## config.mk

```make
export PLATFORM = sky130hd
export DESIGN_NAME = pos_supervisor
export DESIGN_NICKNAME = d
export VERILOG_FILES = /design/src/rtl/pos_supervisor.v
export VERILOG_INCLUDE_DIRS = /design/src /design/src/inc
export SDC_FILE = /design/constraint.sdc
export NUM_CORES = 1
export LEC_CHECK = 0
export BUFFER_PORTS_ARGS = -buffer_cell sky130_fd_sc_hd__buf_2
export CORE_UTILIZATION = 50
export DETAILED_ROUTE_END_ITERATION = 7
export PLACE_DENSITY_LB_ADDON = 0.1
export SLEW_MARGIN = 20
export SYNTH_ARGS = -nofsm -noshare
export SYNTH_HDL_FRONTEND = slang
export SYNTH_SLANG_ARGS = --single-unit
```

## constraint.sdc

```tcl
create_clock -name clk -period 2.7 [get_ports clk]
set_input_delay 0.27 -clock clk [delete_from_list [all_inputs] [get_ports clk]]
set_output_delay 0.27 -clock clk [all_outputs]
set_load 0.005 [all_outputs]
```

## src/inc/pos_map.vh

```
/*
 Register offsets, field positions, reset values and timing counts of the
 on/off supervisor. Assumes a 25 MHz system clock and an APB register bus.
*/
`ifndef POS_MAP_VH
`define POS_MAP_VH

// ----------------------------------------
// Register byte offsets
// ----------------------------------------
`define POS_REG_CTRL      12'h000
`define POS_REG_STATUS    12'h004
`define POS_REG_IRQ       12'h008
`define POS_REG_MASK      12'h00C
`define POS_REG_GPIO      12'h010

// ----------------------------------------
// Field positions
// ----------------------------------------
`define POS_CTRL_SWITCH   0
`define POS_CTRL_BIAS     1
`define POS_CTRL_SRST_LO  2
`define POS_CTRL_SRST_HI  3
`define POS_GPIO_DIR      0
`define POS_GPIO_DRIVE    1
`define POS_GPIO_DO       2
`define POS_GPIO_DBEN     3
`define POS_IRQ_GRISE     0
`define POS_IRQ_GFALL     1
`define POS_IRQ_KFALL     2
`define POS_IRQ_KRISE     3
`define POS_IRQ_W         4

// ----------------------------------------
// Reset values and commands
// ----------------------------------------
`define POS_CTRL_RST      4'h0
`define POS_MASK_RST      4'hF
`define POS_GPIO_RST      4'h1
`define POS_SRST_WAKE     2'h1
`define POS_SRST_COLD     2'h2
`define POS_SRST_OFF      2'h3

// ----------------------------------------
// Timing: time in its own unit, cycles at 25 MHz
// ----------------------------------------
`define POS_CLK_KHZ       25000
`define POS_HOLD_GF_US    100
`define POS_HOLD_GF_CYC   ((`POS_HOLD_GF_US * `POS_CLK_KHZ + 999) / 1000)
`define POS_DBNC_MS       30
`define POS_DBNC_CYC      (`POS_DBNC_MS * `POS_CLK_KHZ)
`define POS_CHG_DB_MS     120
`define POS_CHG_DB_CYC    (`POS_CHG_DB_MS * `POS_CLK_KHZ)
`define POS_MRST_S        16
`define POS_MRST_CYC      (`POS_MRST_S * 1000 * `POS_CLK_KHZ)
`define POS_HWAIT_MS      100
`define POS_HWAIT_CYC     (`POS_HWAIT_MS * `POS_CLK_KHZ)
`define POS_SEQ_STEP_CYC  25000
`define POS_SEQ_REGS      4

`endif

```

## src/rtl/pos_supervisor.v

```verilog
/*
 On/off supervisor: on-key, power hold, reset output, regulator sequencing,
 interrupt output and one GPIO, with an APB register slave.
 Assumes pins are asynchronous and pulled up externally for open-drain use.
*/
// Summary of operation
// - Out of reset the on-key works as a push-button; one selects slide-switch.
// - Interrupt pin pulls low while any unmasked interrupt bit is set.
// - All masks reset to masked; masked bits never move the interrupt pin.
// - Reset output releases a delay after the last regulator is enabled.
// - Reset output asserts before any regulator is turned off.
// - Power hold input passes a 100us glitch filter.
// - Combined hold is filtered hold ORed with valid charge input, drives the sequencer.
// - Without charge input, hold must rise within the wait time or power-down starts.
// - While on, hold low or soft cold-reset/off command starts power-down.
// - Valid charge input keeps combined hold asserted regardless of hold pin.
// - Direction cleared means output; set means output drivers off, input only.
// - As output, drive type one is push-pull, zero is open-drain.
// - GPIO input level bit follows the pin even when it is an output.
// - GPIO input has a 30ms debounce, enabled by one, bypassed by zero.
// - Separate rising and falling GPIO interrupts, each with its own mask.
// - On-key press powers up into hold check; hold high reaches on state.
// - In on state, hold going low powers down to standby.
// - Bias enable one moves standby to software-on; zero returns to standby.
// - A debounced on-key falling edge starts power-up in both key modes.
// - On-key held active for 16s while on forces power-down to standby.
// - Standby wakes on key falling edge, debounced charge rise, or soft wake flag.
`include "pos_map.vh"

module pos_supervisor #(
   parameter DBNC_CYC  = `POS_DBNC_CYC,
   parameter CHG_CYC   = `POS_CHG_DB_CYC,
   parameter MRST_CYC  = `POS_MRST_CYC,
   parameter HWAIT_CYC = `POS_HWAIT_CYC,
   parameter STEP_CYC  = `POS_SEQ_STEP_CYC
) (
   input  wire        clk,
   input  wire        rst_n,
   input  wire        psel,
   input  wire        penable,
   input  wire        pwrite,
   input  wire [11:0] paddr,
   input  wire [31:0] pwdata,
   output reg  [31:0] prdata,
   output reg         pready,
   output reg         pslverr,
   input  wire        onkey_n,
   input  wire        power_hold_in,
   input  wire        charge_input,
   output reg         irq_out_n_oe_n,
   output reg         sys_reset_out_n_oe_n,
   output reg  [3:0]  reg_enable,
   output reg         main_bias_on,
   input  wire        gpio_in,
   output reg         gpio_out,
   output reg         gpio_oe_n
);

   // ----------------------------------------
   // States
   // ----------------------------------------
   localparam ST_STANDBY = 3'd0;
   localparam ST_PWRUP   = 3'd1;
   localparam ST_RELDLY  = 3'd2;
   localparam ST_HOLDCHK = 3'd3;
   localparam ST_ON      = 3'd4;
   localparam ST_RSTLEAD = 3'd5;
   localparam ST_PWRDN   = 3'd6;
   localparam ST_SWON    = 3'd7;

   // ----------------------------------------
   // Input synchronisers
   // ----------------------------------------
   reg [3:0] sync_a;
   reg [3:0] sync_b;
   always @(posedge clk) begin
      if (!rst_n) begin
         sync_a <= 4'h9;
         sync_b <= 4'h9;
      end else begin
         sync_a <= {gpio_in, charge_input, power_hold_in, onkey_n};
         sync_b <= sync_a;
      end
   end
   wire key_s  = sync_b[0];
   wire hold_s = sync_b[1];
   wire chg_s  = sync_b[2];
   wire gpi_s  = sync_b[3];

   // ----------------------------------------
   // Filters: counters run only while input differs
   // ----------------------------------------
   reg        hold_f;
   reg [11:0] hold_cnt;
   always @(posedge clk) begin
      if (!rst_n) begin
         hold_f   <= 1'b0;
         hold_cnt <= 12'h000;
      end else if (hold_s == hold_f) begin
         hold_cnt <= 12'h000;
      end else if (hold_cnt == `POS_HOLD_GF_CYC - 1) begin
         hold_f   <= hold_s;
         hold_cnt <= 12'h000;
      end else begin
         hold_cnt <= hold_cnt + 12'h001;
      end
   end

   reg        key_f;
   reg        gpio_fall_irq;
   reg        chg_f;
   reg [23:0] key_cnt;
   reg [23:0] gpi_cnt;
   reg [23:0] chg_cnt;
   reg        gpi_dben;
   always @(posedge clk) begin
      if (!rst_n) begin
         key_f   <= 1'b1;
         gpio_fall_irq   <= 1'b1;
         chg_f   <= 1'b0;
         key_cnt <= 24'h00_0000;
         gpi_cnt <= 24'h00_0000;
         chg_cnt <= 24'h00_0000;
      end else begin
         if (key_s == key_f)
            key_cnt <= 24'h00_0000;
         else if (key_cnt == DBNC_CYC - 1) begin
            key_f   <= key_s;
            key_cnt <= 24'h00_0000;
         end else
            key_cnt <= key_cnt + 24'h00_0001;
         if (!gpi_dben) begin
            gpio_fall_irq   <= gpi_s;
            gpi_cnt <= 24'h00_0000;
         end else if (gpi_s == gpio_fall_irq)
            gpi_cnt <= 24'h00_0000;
         else if (gpi_cnt == DBNC_CYC - 1) begin
            gpio_fall_irq   <= gpi_s;
            gpi_cnt <= 24'h00_0000;
         end else
            gpi_cnt <= gpi_cnt + 24'h00_0001;
         if (chg_s == chg_f)
            chg_cnt <= 24'h00_0000;
         else if (chg_cnt == CHG_CYC - 1) begin
            chg_f   <= chg_s;
            chg_cnt <= 24'h00_0000;
         end else
            chg_cnt <= chg_cnt + 24'h00_0001;
      end
   end

   reg key_d;
   reg gpi_d;
   reg chg_d;
   always @(posedge clk) begin
      if (!rst_n) begin
         key_d <= 1'b1;
         gpi_d <= 1'b1;
         chg_d <= 1'b0;
      end else begin
         key_d <= key_f;
         gpi_d <= gpio_fall_irq;
         chg_d <= chg_f;
      end
   end
   wire key_fall = key_d & ~key_f;
   wire key_rise = ~key_d & key_f;
   wire gpi_rise = ~gpi_d & gpio_fall_irq;
   wire gpi_fall = gpi_d & ~gpio_fall_irq;
   wire chg_rise = ~chg_d & chg_f;
   // Charger level as valid-input indicator after debounce
   wire charge_input_valid  = chg_f;
   wire power_hold_combined = hold_f | charge_input_valid;

   // ----------------------------------------
   // Registers
   // ----------------------------------------
   reg        onkey_switch_type;
   reg        main_bias_sw_en;
   reg        gpio_direction;
   reg        gpio_drive_type;
   reg        gpio_data_out;
   reg [4:0]  irq_flags;
   reg [4:0]  irq_mask;
   reg        soft_wake_flag;
   reg        soft_off_req;
   reg [2:0]  state;

   wire wr     = psel & penable & pwrite;
   wire rd_ok  = (paddr == `POS_REG_CTRL) | (paddr == `POS_REG_STATUS) |
                 (paddr == `POS_REG_IRQ) | (paddr == `POS_REG_MASK) | (paddr == `POS_REG_GPIO);
   wire [1:0] srst = pwdata[`POS_CTRL_SRST_HI:`POS_CTRL_SRST_LO];
   wire irq_clr = psel & penable & ~pwrite & (paddr == `POS_REG_IRQ);
   wire [4:0] irq_evt = {1'b0, key_rise, key_fall, gpi_fall, gpi_rise};

   always @(posedge clk) begin
      if (!rst_n) begin
         onkey_switch_type <= 1'b0;
         main_bias_sw_en   <= 1'b0;
         gpio_direction    <= 1'b1;
         gpio_drive_type   <= 1'b0;
         gpio_data_out     <= 1'b0;
         gpi_dben          <= 1'b1;
         irq_mask          <= 5'h1F;
         irq_flags         <= 5'h00;
         soft_wake_flag    <= 1'b0;
         soft_off_req      <= 1'b0;
      end else begin
         // Clear on read only what was reported; later events survive
         irq_flags <= (irq_clr ? irq_flags & ~prdata[4:0] : irq_flags) | irq_evt;
         if (state == ST_STANDBY)
            soft_off_req <= 1'b0;
         if (state == ST_PWRUP)
            soft_wake_flag <= 1'b0;
         if (wr && paddr == `POS_REG_CTRL) begin
            onkey_switch_type <= pwdata[`POS_CTRL_SWITCH];
            main_bias_sw_en   <= pwdata[`POS_CTRL_BIAS];
            if (srst == `POS_SRST_WAKE)
               soft_wake_flag <= 1'b1;
            if (srst == `POS_SRST_COLD || srst == `POS_SRST_OFF)
               soft_off_req <= 1'b1;
            // Cold reset restarts via the wake flag
            if (srst == `POS_SRST_COLD)
               soft_wake_flag <= 1'b1;
         end
         if (wr && paddr == `POS_REG_MASK)
            irq_mask <= pwdata[4:0];
         if (wr && paddr == `POS_REG_GPIO) begin
            gpio_direction  <= pwdata[`POS_GPIO_DIR];
            gpio_drive_type <= pwdata[`POS_GPIO_DRIVE];
            gpio_data_out   <= pwdata[`POS_GPIO_DO];
            gpi_dben        <= pwdata[`POS_GPIO_DBEN];
         end
      end
   end

   // ----------------------------------------
   // APB slave: zero wait states
   // ----------------------------------------
   always @(posedge clk) begin
      if (!rst_n) begin
         prdata  <= 32'h0000_0000;
         pready  <= 1'b0;
         pslverr <= 1'b0;
      end else begin
         pready  <= psel & ~penable;
         pslverr <= psel & ~penable & ~rd_ok;
         prdata  <= 32'h0000_0000;
         if (psel && !penable && !pwrite) begin
            case (paddr)
               `POS_REG_CTRL:   prdata <= {30'h0000_0000, main_bias_sw_en, onkey_switch_type};
               `POS_REG_STATUS: prdata <= {24'h00_0000, gpi_s, charge_input_valid, power_hold_combined,
                                           key_f, sys_reset_out_n_oe_n, state};
               `POS_REG_IRQ:    prdata <= {27'h000_0000, irq_flags};
               `POS_REG_MASK:   prdata <= {27'h000_0000, irq_mask};
               `POS_REG_GPIO:   prdata <= {28'h000_0000, gpi_dben, gpio_data_out, gpio_drive_type,
                                           gpio_direction};
               default:         prdata <= 32'h0000_0000;
            endcase
         end
      end
   end

   // ----------------------------------------
   // On/off sequencer
   // ----------------------------------------
   reg [31:0] tmr;
   reg [2:0]  step;
   reg [31:0] mrst_cnt;
   wire key_active = onkey_switch_type ? key_f : ~key_f;
   wire wake = key_fall | chg_rise | soft_wake_flag;

   always @(posedge clk) begin
      if (!rst_n) begin
         mrst_cnt <= 32'h0000_0000;
      end else if (state == ST_ON && key_active) begin
         mrst_cnt <= mrst_cnt + 32'h0000_0001;
      end else begin
         mrst_cnt <= 32'h0000_0000;
      end
   end

   always @(posedge clk) begin
      if (!rst_n) begin
         state                <= ST_STANDBY;
         tmr                  <= 32'h0000_0000;
         step                 <= 3'd0;
         reg_enable           <= 4'h0;
         sys_reset_out_n_oe_n <= 1'b0;
         main_bias_on         <= 1'b0;
      end else begin
         tmr <= tmr + 32'h0000_0001;
         case (state)
            ST_STANDBY: begin
               tmr <= 32'h0000_0000;
               if (main_bias_sw_en) begin
                  state        <= ST_SWON;
                  main_bias_on <= 1'b1;
               end else if (wake) begin
                  state        <= ST_PWRUP;
                  main_bias_on <= 1'b1;
                  step         <= 3'd0;
               end
            end
            ST_PWRUP: if (tmr == STEP_CYC - 1) begin
               tmr             <= 32'h0000_0000;
               reg_enable[step[1:0]] <= 1'b1;
               step            <= step + 3'd1;
               if (step == `POS_SEQ_REGS - 1)
                  state <= ST_RELDLY;
            end
            ST_RELDLY: if (tmr == STEP_CYC - 1) begin
               tmr                  <= 32'h0000_0000;
               sys_reset_out_n_oe_n <= 1'b1;
               state                <= ST_HOLDCHK;
            end
            ST_HOLDCHK: begin
               if (power_hold_combined)
                  state <= ST_ON;
               else if (tmr >= HWAIT_CYC - 1 || soft_off_req) begin
                  state                <= ST_RSTLEAD;
                  sys_reset_out_n_oe_n <= 1'b0;
                  tmr                  <= 32'h0000_0000;
               end
            end
            ST_ON: begin
               tmr <= 32'h0000_0000;
               if (!power_hold_combined || soft_off_req || mrst_cnt >= MRST_CYC - 1) begin
                  state                <= ST_RSTLEAD;
                  sys_reset_out_n_oe_n <= 1'b0;
               end
            end
            ST_RSTLEAD: if (tmr == STEP_CYC - 1) begin
               tmr   <= 32'h0000_0000;
               step  <= 3'd0;
               state <= ST_PWRDN;
            end
            ST_PWRDN: if (tmr == STEP_CYC - 1) begin
               tmr  <= 32'h0000_0000;
               reg_enable[2'd3 - step[1:0]] <= 1'b0;
               step <= step + 3'd1;
               if (step == `POS_SEQ_REGS - 1) begin
                  state        <= ST_STANDBY;
                  main_bias_on <= 1'b0;
               end
            end
            ST_SWON: if (!main_bias_sw_en) begin
               state        <= ST_STANDBY;
               main_bias_on <= 1'b0;
            end
            default: state <= ST_STANDBY;
         endcase
      end
   end

   // ----------------------------------------
   // Pin drivers (oe_n low = pulling/driving)
   // ----------------------------------------
   always @(posedge clk) begin
      if (!rst_n) begin
         irq_out_n_oe_n <= 1'b1;
         gpio_out       <= 1'b0;
         gpio_oe_n      <= 1'b1;
      end else begin
         irq_out_n_oe_n <= ~|(irq_flags & ~irq_mask);
         gpio_out       <= gpio_data_out;
         // Open-drain only drives the low level
         gpio_oe_n      <= gpio_direction | (~gpio_drive_type & gpio_data_out);
      end
   end

endmodule // pos_supervisor
```

* Word-level counts from Yosys, hierarchy flattened
Index checks and enable logic that the tools add are counted.
** Operators by class
- Add/sub/neg operators :: 8
- Multiplexer cells :: 53
- Bitwise logic cells :: 42
- Reduce and logical (&&, ||, !) cells :: 41
- Magnitude comparators :: 6
- Eq/ne operators :: 41
** Operators by type and width (number)
- 32-bit 2-to-1 mux :: 3
- 32-bit one-hot mux with 3 select lines :: 1
- 24-bit by 1-bit adder with 24-bit output, second input constant :: 3
- 32-bit by 1-bit adder with 32-bit output, second input constant :: 2
- 24-bit by 20-bit equality test with 1-bit output, second input constant :: 2
- 3-bit 2-to-1 mux :: 16
- 8-bit one-hot mux with 5 select lines :: 1
- 32-bit by 15-bit equality test with 1-bit output, second input constant :: 1
- 32-bit by 22-bit >= comparator with 1-bit output, second input constant :: 1
- 32-bit by 29-bit >= comparator with 1-bit output, second input constant :: 1
- 12-bit by 4-bit equality test with 1-bit output, second input constant :: 2
- 24-bit by 22-bit equality test with 1-bit output, second input constant :: 1
- 3-bit one-hot mux with 8 select lines :: 1
- 1-bit 2-to-1 mux :: 22
- 2-bit != test, second input constant :: 10
- 5-bit AND reduction :: 3
- 1-bit NOT :: 14
- 12-bit by 1-bit adder with 12-bit output, second input constant :: 1
- 1-bit AND :: 12
- 12-bit equality test, second input constant :: 1
- 12-bit by 3-bit equality test with 1-bit output, second input constant :: 1
- 12-bit by 5-bit equality test with 1-bit output, second input constant :: 1
- 3-bit equality test, second input constant :: 4
- 12-bit logical NOT :: 1
- 37 further kinds :: 86
** Word-level totals
- Flip-flop bits (word level) :: 230
- Logic and storage cells :: 227
- Input bits :: 53
- Output and inout port bits :: 43

* Logic depth before layout (Yosys ltp)
Gate-level depths: netlist of the first run.
- Depth after elaboration :: 9
- Gate-level depth with buffers :: 9
- Mapped depth without buffers :: 7

* Least setup slack after synthesis of the first run
OpenSTA, ideal clock, no wires.
- Path type :: register to register
- Start point :: register tmr[12]
- End point :: register tmr[14]
- Arrival :: 2.316 ns
- Stages on the path, launching flop included :: 9
- Clock period less this slack :: 2.431 ns
- Path buffers :: 2
- Path slack :: 0.269 ns
- Required time :: 2.584 ns
- Setup time :: 0.116 ns
- Cells stage by stage :: dfxtp_1 -> buf_6 -> or4b_1 -> a211o_1 -> a2111oi_4 -> o22ai_2 -> o31ai_4 -> buf_6 -> nor2_2
** On the way
- Word-level cells in the longest chain between the ends :: 5
- Elaborated cells between the ends (all ways) :: 8
- Classes of those cells :: add/sub (1); order compare (1); eq/ne (1); mux (4); reduce/logical (1)
** RTL lines
- start, declared :: line pos_supervisor.v:267 : reg [31:0] tmr;
- start signal, assigned :: line pos_supervisor.v:292 : tmr <= tmr + 32'h0000_0001;
- 32-bit by 22-bit >= comparator with 1-bit output :: line pos_supervisor.v:320 : else if (tmr >= HWAIT_CYC - 1 || soft_off_req) begin
- 1-bit logical OR :: line pos_supervisor.v:320
- 32-bit 2-to-1 mux :: line pos_supervisor.v:320
- 32-bit 2-to-1 mux :: line pos_supervisor.v:318 : if (power_hold_combined)
- 32-bit one-hot mux with 3 select lines * :: line pos_supervisor.v:293 : case (state)
Mark *: on every way between the ends. The rest lies on a longest branch, timed or not.
A chain may end at the register's enable or synchronous reset.

* Final worst setup path of the first run
- Start point :: register tmr[0]
- End point :: register tmr[6]
Same word-level chain as after synthesis.

==> run metrics, run 1 <==
H-tree Lvls=1; routability cong.=0.919; post-synthesis cell area=9470 sq um; vias per inst=5.26; ys flop type=dfxtp_1; initial antenna violation count=0; mean post-synth cell area=8.76 sq um; area delta synth->final=14.5%; antenna cells=0; Tightest Pin Transition=694 ps; Tcrit/Tclk final=93.3%; drt first pass iters=7; VDD IR max=0.000376 V; synthesized instance count=1081; die height=140 um; Critical Path End Type=register; GRT Overall Usage=19.5%; hpwl dp=12900 um; starting density of the core=51.8%; vias in the first global route=6740; Die X=140 um; Worst EP arrival=2900 ps; Tot Pwr=6.71 mW; routed wire length=18800 um; post-layout util=59.3%; share of cells above drive strength 1=13.0%; setup violators final=0; Req. time, crit path=3080 ps; yosys warns=0; Pleak=3.76 nW; Fmax=397 MHz; most frequent cells in the layout=dfxtp_1, nor2_1, xnor2_1, nand2_1, nand3_1; Root Driver=clkbuf_16; Clock Latency Late Sink=510 ps; Pwr Density=619 nW/um^2; row count=49; Starting DRT DRC Count=401; clk_skew=15.5 ps; unrepaired setup endpoints after global routing=no; clock buffer count from CTS=23; Nets=1207; WL per Instance=13.5 um; R2R Path End=tmr[6]; GRT overflow=0; R2R cell count=8; Synth Area in XOR/XNOR=12.8%; FF+latch area=4120 sq um; CP Max Fanout=32; relative slew slack=53.3%; met3 usage=2.75%; CTS Sinks=206; Simple-Gate Fraction of Synth Area=29.4%; multiplexer share of the synthesized area=1.59%; die area=19500 sq um; EDFF count, synth=0; met1 Use GR=27.2%; Post-route DRC=0; Post-synth ARST share=0%; Port Buf Inserts=44; post-layout minimum cycle time=2520 ps; via count=7312; Final Hold Viols=0; Filler cells=1647; Seq cells post-synth=206; status=finished clean; worst min path class=primary input to register; Ports=96; complex-gate fraction of the synthesized area=6.04%; largest net degree at the start of global routing=33; Clock Pin Slew Worst Setup and Hold Paths=60 ps; worst reg-to-reg setup slack=180 ps; worst flop-to-flop path startpoint=tmr[0]; post-synthesis sequential area ratio=43.6%; placeable core area=18300 sq um; largest family of logic cells by synthesized area=simple AND/OR/NAND/NOR gates; area of the multi-input gates=4950 sq um; Final ANT Viol Nets=0; Final Max Tran Viols=0; clk buf depth=3; critical path type=register to register; CP startpoint kind=register; first-pass GRT wire length=32100 um; most common cell after layout, fill and taps aside=dfxtp_1; adder-cell share of the synthesized area=1.45%; TritonCTS clock tree=done; MaxCap Viol Count=0; Hold EP=gpio_direction; Hold Path Stages=3; Hold Crit Start=pwdata[0]; Synth cell types=63; grt peak-use layer=met2; Setup TNS=0 ps; GR Layer Usage met2=31.7%
logic make-up after synthesis:
| family | Yosys count |
|---|---|
| DFF | 206 |
| buffers and inverters | 97 |
| xor gates and xnor gates | 138 |
| and+or+nand+nor | 538 |
| AOI/OAI and AO/OA | 75 |
| muxes | 15 |
| other | 1 |
| adders and majority gates | 11 |
layout make-up:
cell class / count / area share, %
Multi-Input combinational cell: 801 / 45.7
Sequential cell: 206 / 38.0
Clock buffer: 29 / 5.89
Timing Repair Buffer: 76 / 4.48
Tap cell: 229 / 2.64
Clock inverter: 13 / 2.07
Inverter: 35 / 1.21
repair_timing:
action	in CTS	in global routing
resized for setup	0	1
setup buffers	0	0
hold buffers	5	0
setup endpoints to repair	0	20
hold endpoints to repair	5	0
synth_stat cells, types with 4 or more instances:
cell type,number,area [sq um]
and3_1,33,206
buf_4,24,180
o21a_1,6,45.0
nand2_1,72,270
xor2_1,62,543
a21boi_0,9,67.6
nor4b_1,9,78.8
mux2i_1,15,150
nor4_1,26,163
inv_1,33,124
and4_1,16,140
or4_1,6,45.0
and2_1,11,68.8
nor2_2,30,188
clkbuf_1,30,113
nor3_1,27,135
dfxtp_1,206,4120
or3_1,8,50.1
nand2b_1,7,43.8
xnor2_1,76,666
a22oi_1,4,30.0
nand3b_1,5,37.5
ha_1,11,138
nor2_1,158,593
buf_6,4,45.0
nor2b_1,14,87.6
nand4_1,31,194
o21ai_0,8,40.0
a21oi_1,18,90.1
nand3_1,69,345
a222oi_1,5,50.1
stage by stage:
stage,cells,hold slack (ps),instance area (sq um),setup slack [ps]
3_5_place_dp,1342,397,9920,170
5_1_grt,1389,65.7,10800,23.7
6_report,1389,59.8,10800,180
3_3_place_gp,1342,389,9920,204
4_1_cts,1389,52.9,10800,154
2_1_floorplan,1104,371,9560,269
power by group:
part | total, mW | switching, mW | internal, mW
sequential | 3.06 | 0.00945 | 3.06
combinational | 0.137 | 0.0839 | 0.0530
clock | 3.51 | 1.26 | 2.25
worst max path at each step:
stage	to	start	cells after the start
detailed placement	tmr[24]	tmr[24]	7
global placement	tmr[24]	tmr[0]	8
global route	tmr[24]	tmr[0]	8
finish	tmr[6]	tmr[0]	8
CTS	tmr[24]	tmr[24]	7
floorplan	tmr[14]	tmr[12]	8
state kept, by name (all words and copies together), names as in the netlist, 4 cells and up:
name and count:
tmr 32, irq_flags 5, prdata 8, irq_mask 5, chg_cnt 24, key_cnt 24, mrst_cnt 32, sync_a 4
hold_cnt 12, gpi_cnt 24, reg_enable 4, sync_b 4
worst max-delay path, cell delays in order (launching register included):
cell       delay, ps
dfxtp_1          390
ha_1             240
nand4_1          130
a211o_1          340
a2111oi_4        490
o22ai_2          160
o31ai_4          310
buf_12           260
nor2_2            60
layer usage:
layer / vias up / routed length [um]
met5: - / 0
met4: 0 / 307
met3: 31 / 838
met2: 149 / 8340
met1: 3344 / 9320
li1: 3788 / -
Power figures use the tool's default switching activity.
==> run 2, diff against run 1 <==
- CORE_UTILIZATION: 50 -> 40
==> run 2 against run 1 <==
Critical path depth unchanged; sequential share of layout area decreased by 0.34 points; cell area increased by 0.91%; utilization decreased by 12 points; setup slack improved by 0.87 ps; combinational power about the same; final cell count increased by 6.7%; register-to-register slack about the same; sequential power about the same; non-clock buffer count increased by 7; maximum frequency about the same; routed wire length increased by 3.7%; largest cell class unchanged; largest power group unchanged.
==> run metrics, run 2 (same netlist as run 1, synthesis figures left out) <==
Pleak=3.78 nW (+0.58%); worst min path class=primary input to register; starting density of the core=41.3% (-11 points); Nets=1215 (+0.66%); Hold EP=irq_mask[0]; post-layout util=47.7% (-12 points); WL per Instance=13.2 um (-2.8%); drt first pass iters=6 (-1); Switching Fraction=21.0% (+0.81 points); MaxCap Viol Count=0 (unchanged); worst flop-to-flop path startpoint=tmr[1]; share of cells above drive strength 1=13.4% (+0.41 points); max incr delay on CP=480 ps (about the same); Flop pwr share=47.3% (+1.6 points); CP Max Fanout=32 (unchanged); Final Hold Viols=0 (unchanged); relative slew slack=59.2% (+5.9 points); Slowest cell on crit path=a2111oi_4; TritonCTS clock tree=done; crit-path cells=ha_1 > nand4_1 > a211o_1 > a2111oi_4 > o22ai_2 > o31ai_4 > buf_12 > nor2_1; Final Max Tran Viols=0 (unchanged); Fmax=397 MHz (about the same); antenna cells=0 (unchanged); Clock Pin Slew Worst Setup and Hold Paths=60 ps (about the same); Pint=5.12 mW (-4.4%); VDD IR max=0.000396 V (+5.4%); Root Driver=clkbuf_16; most common cell after layout, fill and taps aside=dfxtp_1; clock buffer count from CTS=24 (+4.3%); largest net degree at the start of global routing=33 (unchanged); most frequent cells in the layout=dfxtp_1, nor2_1, xnor2_1, nand2_1, nand3_1; Worst EP arrival=2920 ps (+20 ps); Setup TNS=0 ps (unchanged); post-CTS setup buffers=0 (unchanged); critical path type=register to register; Hold Path Stages=3 (unchanged); GRT overflow=0 (unchanged); P_sw=1.36 mW (+0.45%); routed wire length=19500 um (+3.7%); R2R Path End=tmr[24]; clk buf depth=3 (unchanged); CP startpoint kind=register; vias per inst=4.90 (-6.8%); initial antenna violation count=0 (unchanged); Starting DRT DRC Count=536 (+34%); routability cong.=0.826 (-10%); post-CTS sizing=0 (unchanged); Clock Latency Late Sink=510 ps (about the same); Worst path top cell family by delay=compound AO/OA/AOI/OAI gates; post-layout minimum cycle time=2520 ps (-0.872 ps); Req. time, crit path=3100 ps (+20 ps); Die X=156 um (+12%); clk_skew=8.44 ps (-7.09 ps); clock share of power=50.6% (-1.7 points); area delta synth->final=15.5%; status=finished clean; placeable core area=22900 sq um (+25%); Hold Crit Start=pwdata[0]; vias in the first global route=6826 (+1.3%); Largest regs=mrst_cnt x32, tmr x32; Tightest Pin Transition=606 ps (-87.8 ps); Critical Path End Type=register; CTS Sinks=206 (unchanged); die height=156 um (+12%); H-tree Lvls=1 (unchanged); combinational power share=2.1% (about the same); row count=55 (+12%); Filler cells=2313 (+40%); Pwr Density=592 nW/um^2 (-4.3%); via count=7269 (-0.59%); Post-route DRC=0 (unchanged); hpwl dp=13500 um (+5.0%); Final ANT Viol Nets=0 (unchanged); unrepaired setup endpoints after global routing=no; Ports=96 (unchanged); GRT Overall Usage=16.4% (-3.1 points); first-pass GRT wire length=33100 um (+3.4%); worst reg-to-reg setup slack=180 ps (about the same); CP Buf/Inv Count=1 (unchanged); die area=24300 sq um (+25%); R2R cell count=8 (unchanged); Tcrit/Tclk final=93.3% (about the same); Port Buf Inserts=44 (unchanged); setup violators final=0 (unchanged); CTS Hold Bufs=5 (unchanged)
[run 2: worst max path at each step]
stage               startpoint       end  slack, ps  depth (start not counted)
CTS                     tmr[1]   tmr[24]        140                          8
global placement        tmr[1]   tmr[24]        170                          8
finish                  tmr[1]   tmr[24]        180                          8
global route            tmr[1]  state[1]         10                          8
floorplan              tmr[12]   tmr[14]        270                          8
detailed placement      tmr[1]   tmr[24]        160                          8
[run 2: worst min-delay path: stages]
cell and delay, ps:
buf_2 120, mux2i_1 70, nand2_1 60
[run 2: power groups by stage]
stage               combinational (mW)  sequential (mW)  clock [mW]
finish                           0.137             3.07        3.28
global route                     0.154             3.07        3.53
CTS                              0.138             3.07        3.39
detailed placement               0.132             3.13           0
global placement                 0.132             3.13           0
floorplan                        0.101             3.13           0
[run 2: layout make-up]
type | count | area [sq um] | area share [%]
clock buffer | 34 | 709 | 6.49
tap | 313 | 392 | 3.58
inverter | 35 | 131 | 1.20
multi-input combinational | 801 | 4940 | 45.2
clock inverter | 10 | 100 | 0.915
sequential | 206 | 4120 | 37.7
timing repair buffer | 83 | 538 | 4.92
[run 2: per-layer routing]
metal	wire length [um]	track usage, %	part of all wire [%]	vias up
li1	-	-	-	3808
met1	9720	22.3	50	3324
met2	8630	26.6	44	105
met3	814	2.97	4.2	32
met4	338	4.06	1.7	0
met5	0	0	0	-
[run 2: stage by stage]
step / setup slack [ps] / cell area, sq um / cells / hold slack [ps] / total power [mW]
global route: 9.96 / 10900 / 1482 / 39.2 / 6.75
CTS: 138 / 10900 / 1482 / 31.8 / 6.59
global placement: 167 / 10100 / 1433 / 392 / 3.26
floorplan: 269 / 9560 / 1104 / 371 / 3.23
detailed placement: 160 / 10100 / 1433 / 399 / 3.26
finish: 181 / 10900 / 1482 / 49.9 / 6.48
==> run 3, diff against run 2 <==
- BUFFER_PORTS_ARGS: -buffer_cell sky130_fd_sc_hd__buf_2 -> default
- CORE_ASPECT_RATIO: default -> 0.7
- DONT_BUFFER_PORTS: default -> 1
==> run 3 against run 2 <==
Sequential share of layout area increased by 1.0 points; non-clock buffer count decreased by 39; critical endpoint is now tmr[25]; count of clock-buffer cells in the layout unchanged; first-iteration DRC count decreased by 26%; hold slack got worse by 29 ps; critical path type unchanged; global-route usage increased by 0.72 points; die area about the same; largest power group is now sequential cells; utilization decreased by 1.2 points.
==> run metrics, run 3 (same netlist as run 1, synthesis figures left out) <==
Hold WS=20.5 ps (-29.4 ps); WL per Instance=14.1 um (+7.2%); CP startpoint kind=register; GRT Overall Usage=17.1% (+0.72 points); Post-Place Setup Slack=171 ps (+10.8 ps); worst min path class=primary input to register; R2R Path End=tmr[25]; Critical Path End Type=register; crit-path cells=ha_1 > nand4_1 > a211o_1 > a2111oi_4 > o22ai_2 > o31ai_4 > buf_12 > nor2_1; vias per inst=4.96 (+1.1%); post-layout minimum cycle time=2510 ps (-12.5 ps); Final Hold Viols=0 (unchanged); clock buffer count from CTS=22 (-8.3%); routability cong.=0.774 (-6.3%); R2R cell count=8 (unchanged); largest net degree at the start of global routing=51 (+55%); Hold EP=prdata[3]; Worst EP arrival=2880 ps (-40 ps); vias in the first global route=6510 (-4.6%); critical path type=register to register; Post-route DRC=0 (unchanged); antenna cells=0 (unchanged); area delta synth->final=12.5%; combinational power share=1.9% (-0.2 points); status=finished clean; Hold Path Stages=2 (-1); most frequent cells in the layout=dfxtp_1, nor2_1, xnor2_1, nand2_1, nand3_1; via count=7129 (-1.9%); VDD IR max=0.000366 V (-7.7%); Final Max Tran Viols=0 (unchanged); most common cell after layout, fill and taps aside=dfxtp_1; Pint=4.74 mW (-7.4%); Tcrit/Tclk final=92.8% (-0.46 points); Hold Crit Start=pwrite; Switching Fraction=21.4% (+0.42 points); Ports=96 (unchanged); CP Max Fanout=32 (unchanged); Starting DRT DRC Count=399 (-26%); worst flop-to-flop path startpoint=tmr[0]; Root Driver=clkbuf_16; Pleak=3.54 nW (-6.4%); Port Buf Inserts=0 (-100%); Clock Latency Late Sink=510 ps (about the same); CTS Sinks=206 (unchanged); routed wire length=20300 um (+4.0%); drt first pass iters=7 (+1); Slowest cell on crit path=a2111oi_4; Fmax=399 MHz (+0.50%); hpwl dp=14000 um (+3.8%); die area=24300 sq um (about the same); share of cells above drive strength 1=9.33% (-4.1 points); Clock Pin Slew Worst Setup and Hold Paths=60 ps (about the same); TritonCTS clock tree=done; clock share of power=47.3% (-3.3 points); Die X=186 um (+19%); Largest regs=mrst_cnt x32, tmr x32; GRT overflow=0 (unchanged); MaxCap Viol Count=0 (unchanged); Final ANT Viol Nets=0 (unchanged); clk buf depth=3 (unchanged); starting density of the core=41.3% (about the same); clk_skew=21.0 ps (+12.6 ps); row count=46 (-16%); Tightest Pin Transition=673 ps (+67.0 ps); initial antenna violation count=0 (unchanged); H-tree Lvls=1 (unchanged); CP Buf/Inv Count=1 (unchanged); Nets=1174 (-3.4%); Pwr Density=566 nW/um^2 (-4.4%); relative slew slack=54.6% (-4.6 points); P_sw=1.29 mW (-5.0%); placeable core area=22900 sq um (about the same); max incr delay on CP=420 ps (-60 ps); Worst path top cell family by delay=compound AO/OA/AOI/OAI gates; worst reg-to-reg setup slack=190 ps (about the same); Flop pwr share=50.8% (+3.5 points); Setup WS post-layout=193 ps (+12.5 ps); first-pass GRT wire length=33500 um (+1.2%); post-CTS setup buffers=0 (unchanged); Req. time, crit path=3080 ps (-20 ps); setup violators final=0 (unchanged); die height=131 um (-16%)
==> run 3: changes by cell type in the layout (fill, tap and decap cells not counted) <==
| cell | change |
|---|---|
| clkinv_2 | -2 |
| clkbuf_1 | +4 |
| clkbuf_16 | -2 |
| buf_2 | -44 |
| dlygate4sd3_1 | +6 |
| bufinv_16 | -2 |
| buf_12 | +1 |
| buf_4 | -2 |
| o41ai_1 | -1 |
| clkbuf_8 | -2 |
| o41ai_2 | +1 |
==> run 3: area by class of cell <==
cell class                 instances  area, sq um
inverter                          35          131
fill                            2274        12300
multi-input combinational        801         4950
timing repair buffer              44          383
clock buffer                      34          647
tap                              312          390
sequential                       206         4120
clock inverter                     6         30.0
==> run 3: worst register-to-register path, stage by stage, from the launching register on <==
cell	delay (ps)
dfxtp_1	380
ha_1	210
nand4_1	170
a211o_1	370
a2111oi_4	420
o22ai_2	160
o31ai_4	320
buf_12	280
nor2_1	90
==> run 3: worst max-delay path by stage <==
| stage | from | endpoint | slack, ps | cells past startpoint |
|---|---|---|---|---|
| CTS | tmr[0] | tmr[25] | 140 | 8 |
| global route | tmr[0] | state[1] | -3 | 7 |
| detailed placement | tmr[0] | state[1] | 170 | 7 |
| floorplan | tmr[12] | tmr[14] | 270 | 8 |
| global placement | tmr[0] | state[1] | 190 | 7 |
| finish | tmr[0] | tmr[25] | 190 | 8 |
==> run 3: timing repair <==
item                                    in CTS  in global routing
hold buffers                                12                  0
endpoints found under the hold margin       50                  0
resized for setup                            0                  1
endpoints found under the setup margin       0                 33
==> run 3: metrics by stage <==
stage / setup TNS, ps / power [mW] / area, sq um / cells / util [%]
global placement: 0 / 3.22 / 9840 / 1386 / 43.0
global route: -2.77 / 6.27 / 10700 / 1438 / 46.5
detailed placement: 0 / 3.22 / 9840 / 1386 / 43.0
CTS: 0 / 6.13 / 10600 / 1438 / 46.5
floorplan: 0 / 3.23 / 9560 / 1104 / -
finish: 0 / 6.04 / 10700 / 1438 / 46.5
==> run 3: power groups by stage <==
stage / clock [mW] / sequential, mW / combinational (mW)
after global routing: 3.08 / 3.07 / 0.125
after CTS: 2.95 / 3.07 / 0.112
after global placement: 0 / 3.14 / 0.0826
after detailed placement: 0 / 3.14 / 0.0824
final: 2.85 / 3.07 / 0.112
after floorplan: 0 / 3.13 / 0.101
==> run 3: layer usage <==
| metal | global-route usage (%) | routed length, um | vias up |
|---|---|---|---|
| met4 | 4.58 | 350 | 0 |
| met3 | 3.30 | 1030 | 26 |
| met1 | 26.9 | 11300 | 3230 |
| li1 | - | - | 3733 |
| met5 | 0 | 0 | - |
| met2 | 23.1 | 7630 | 140 |
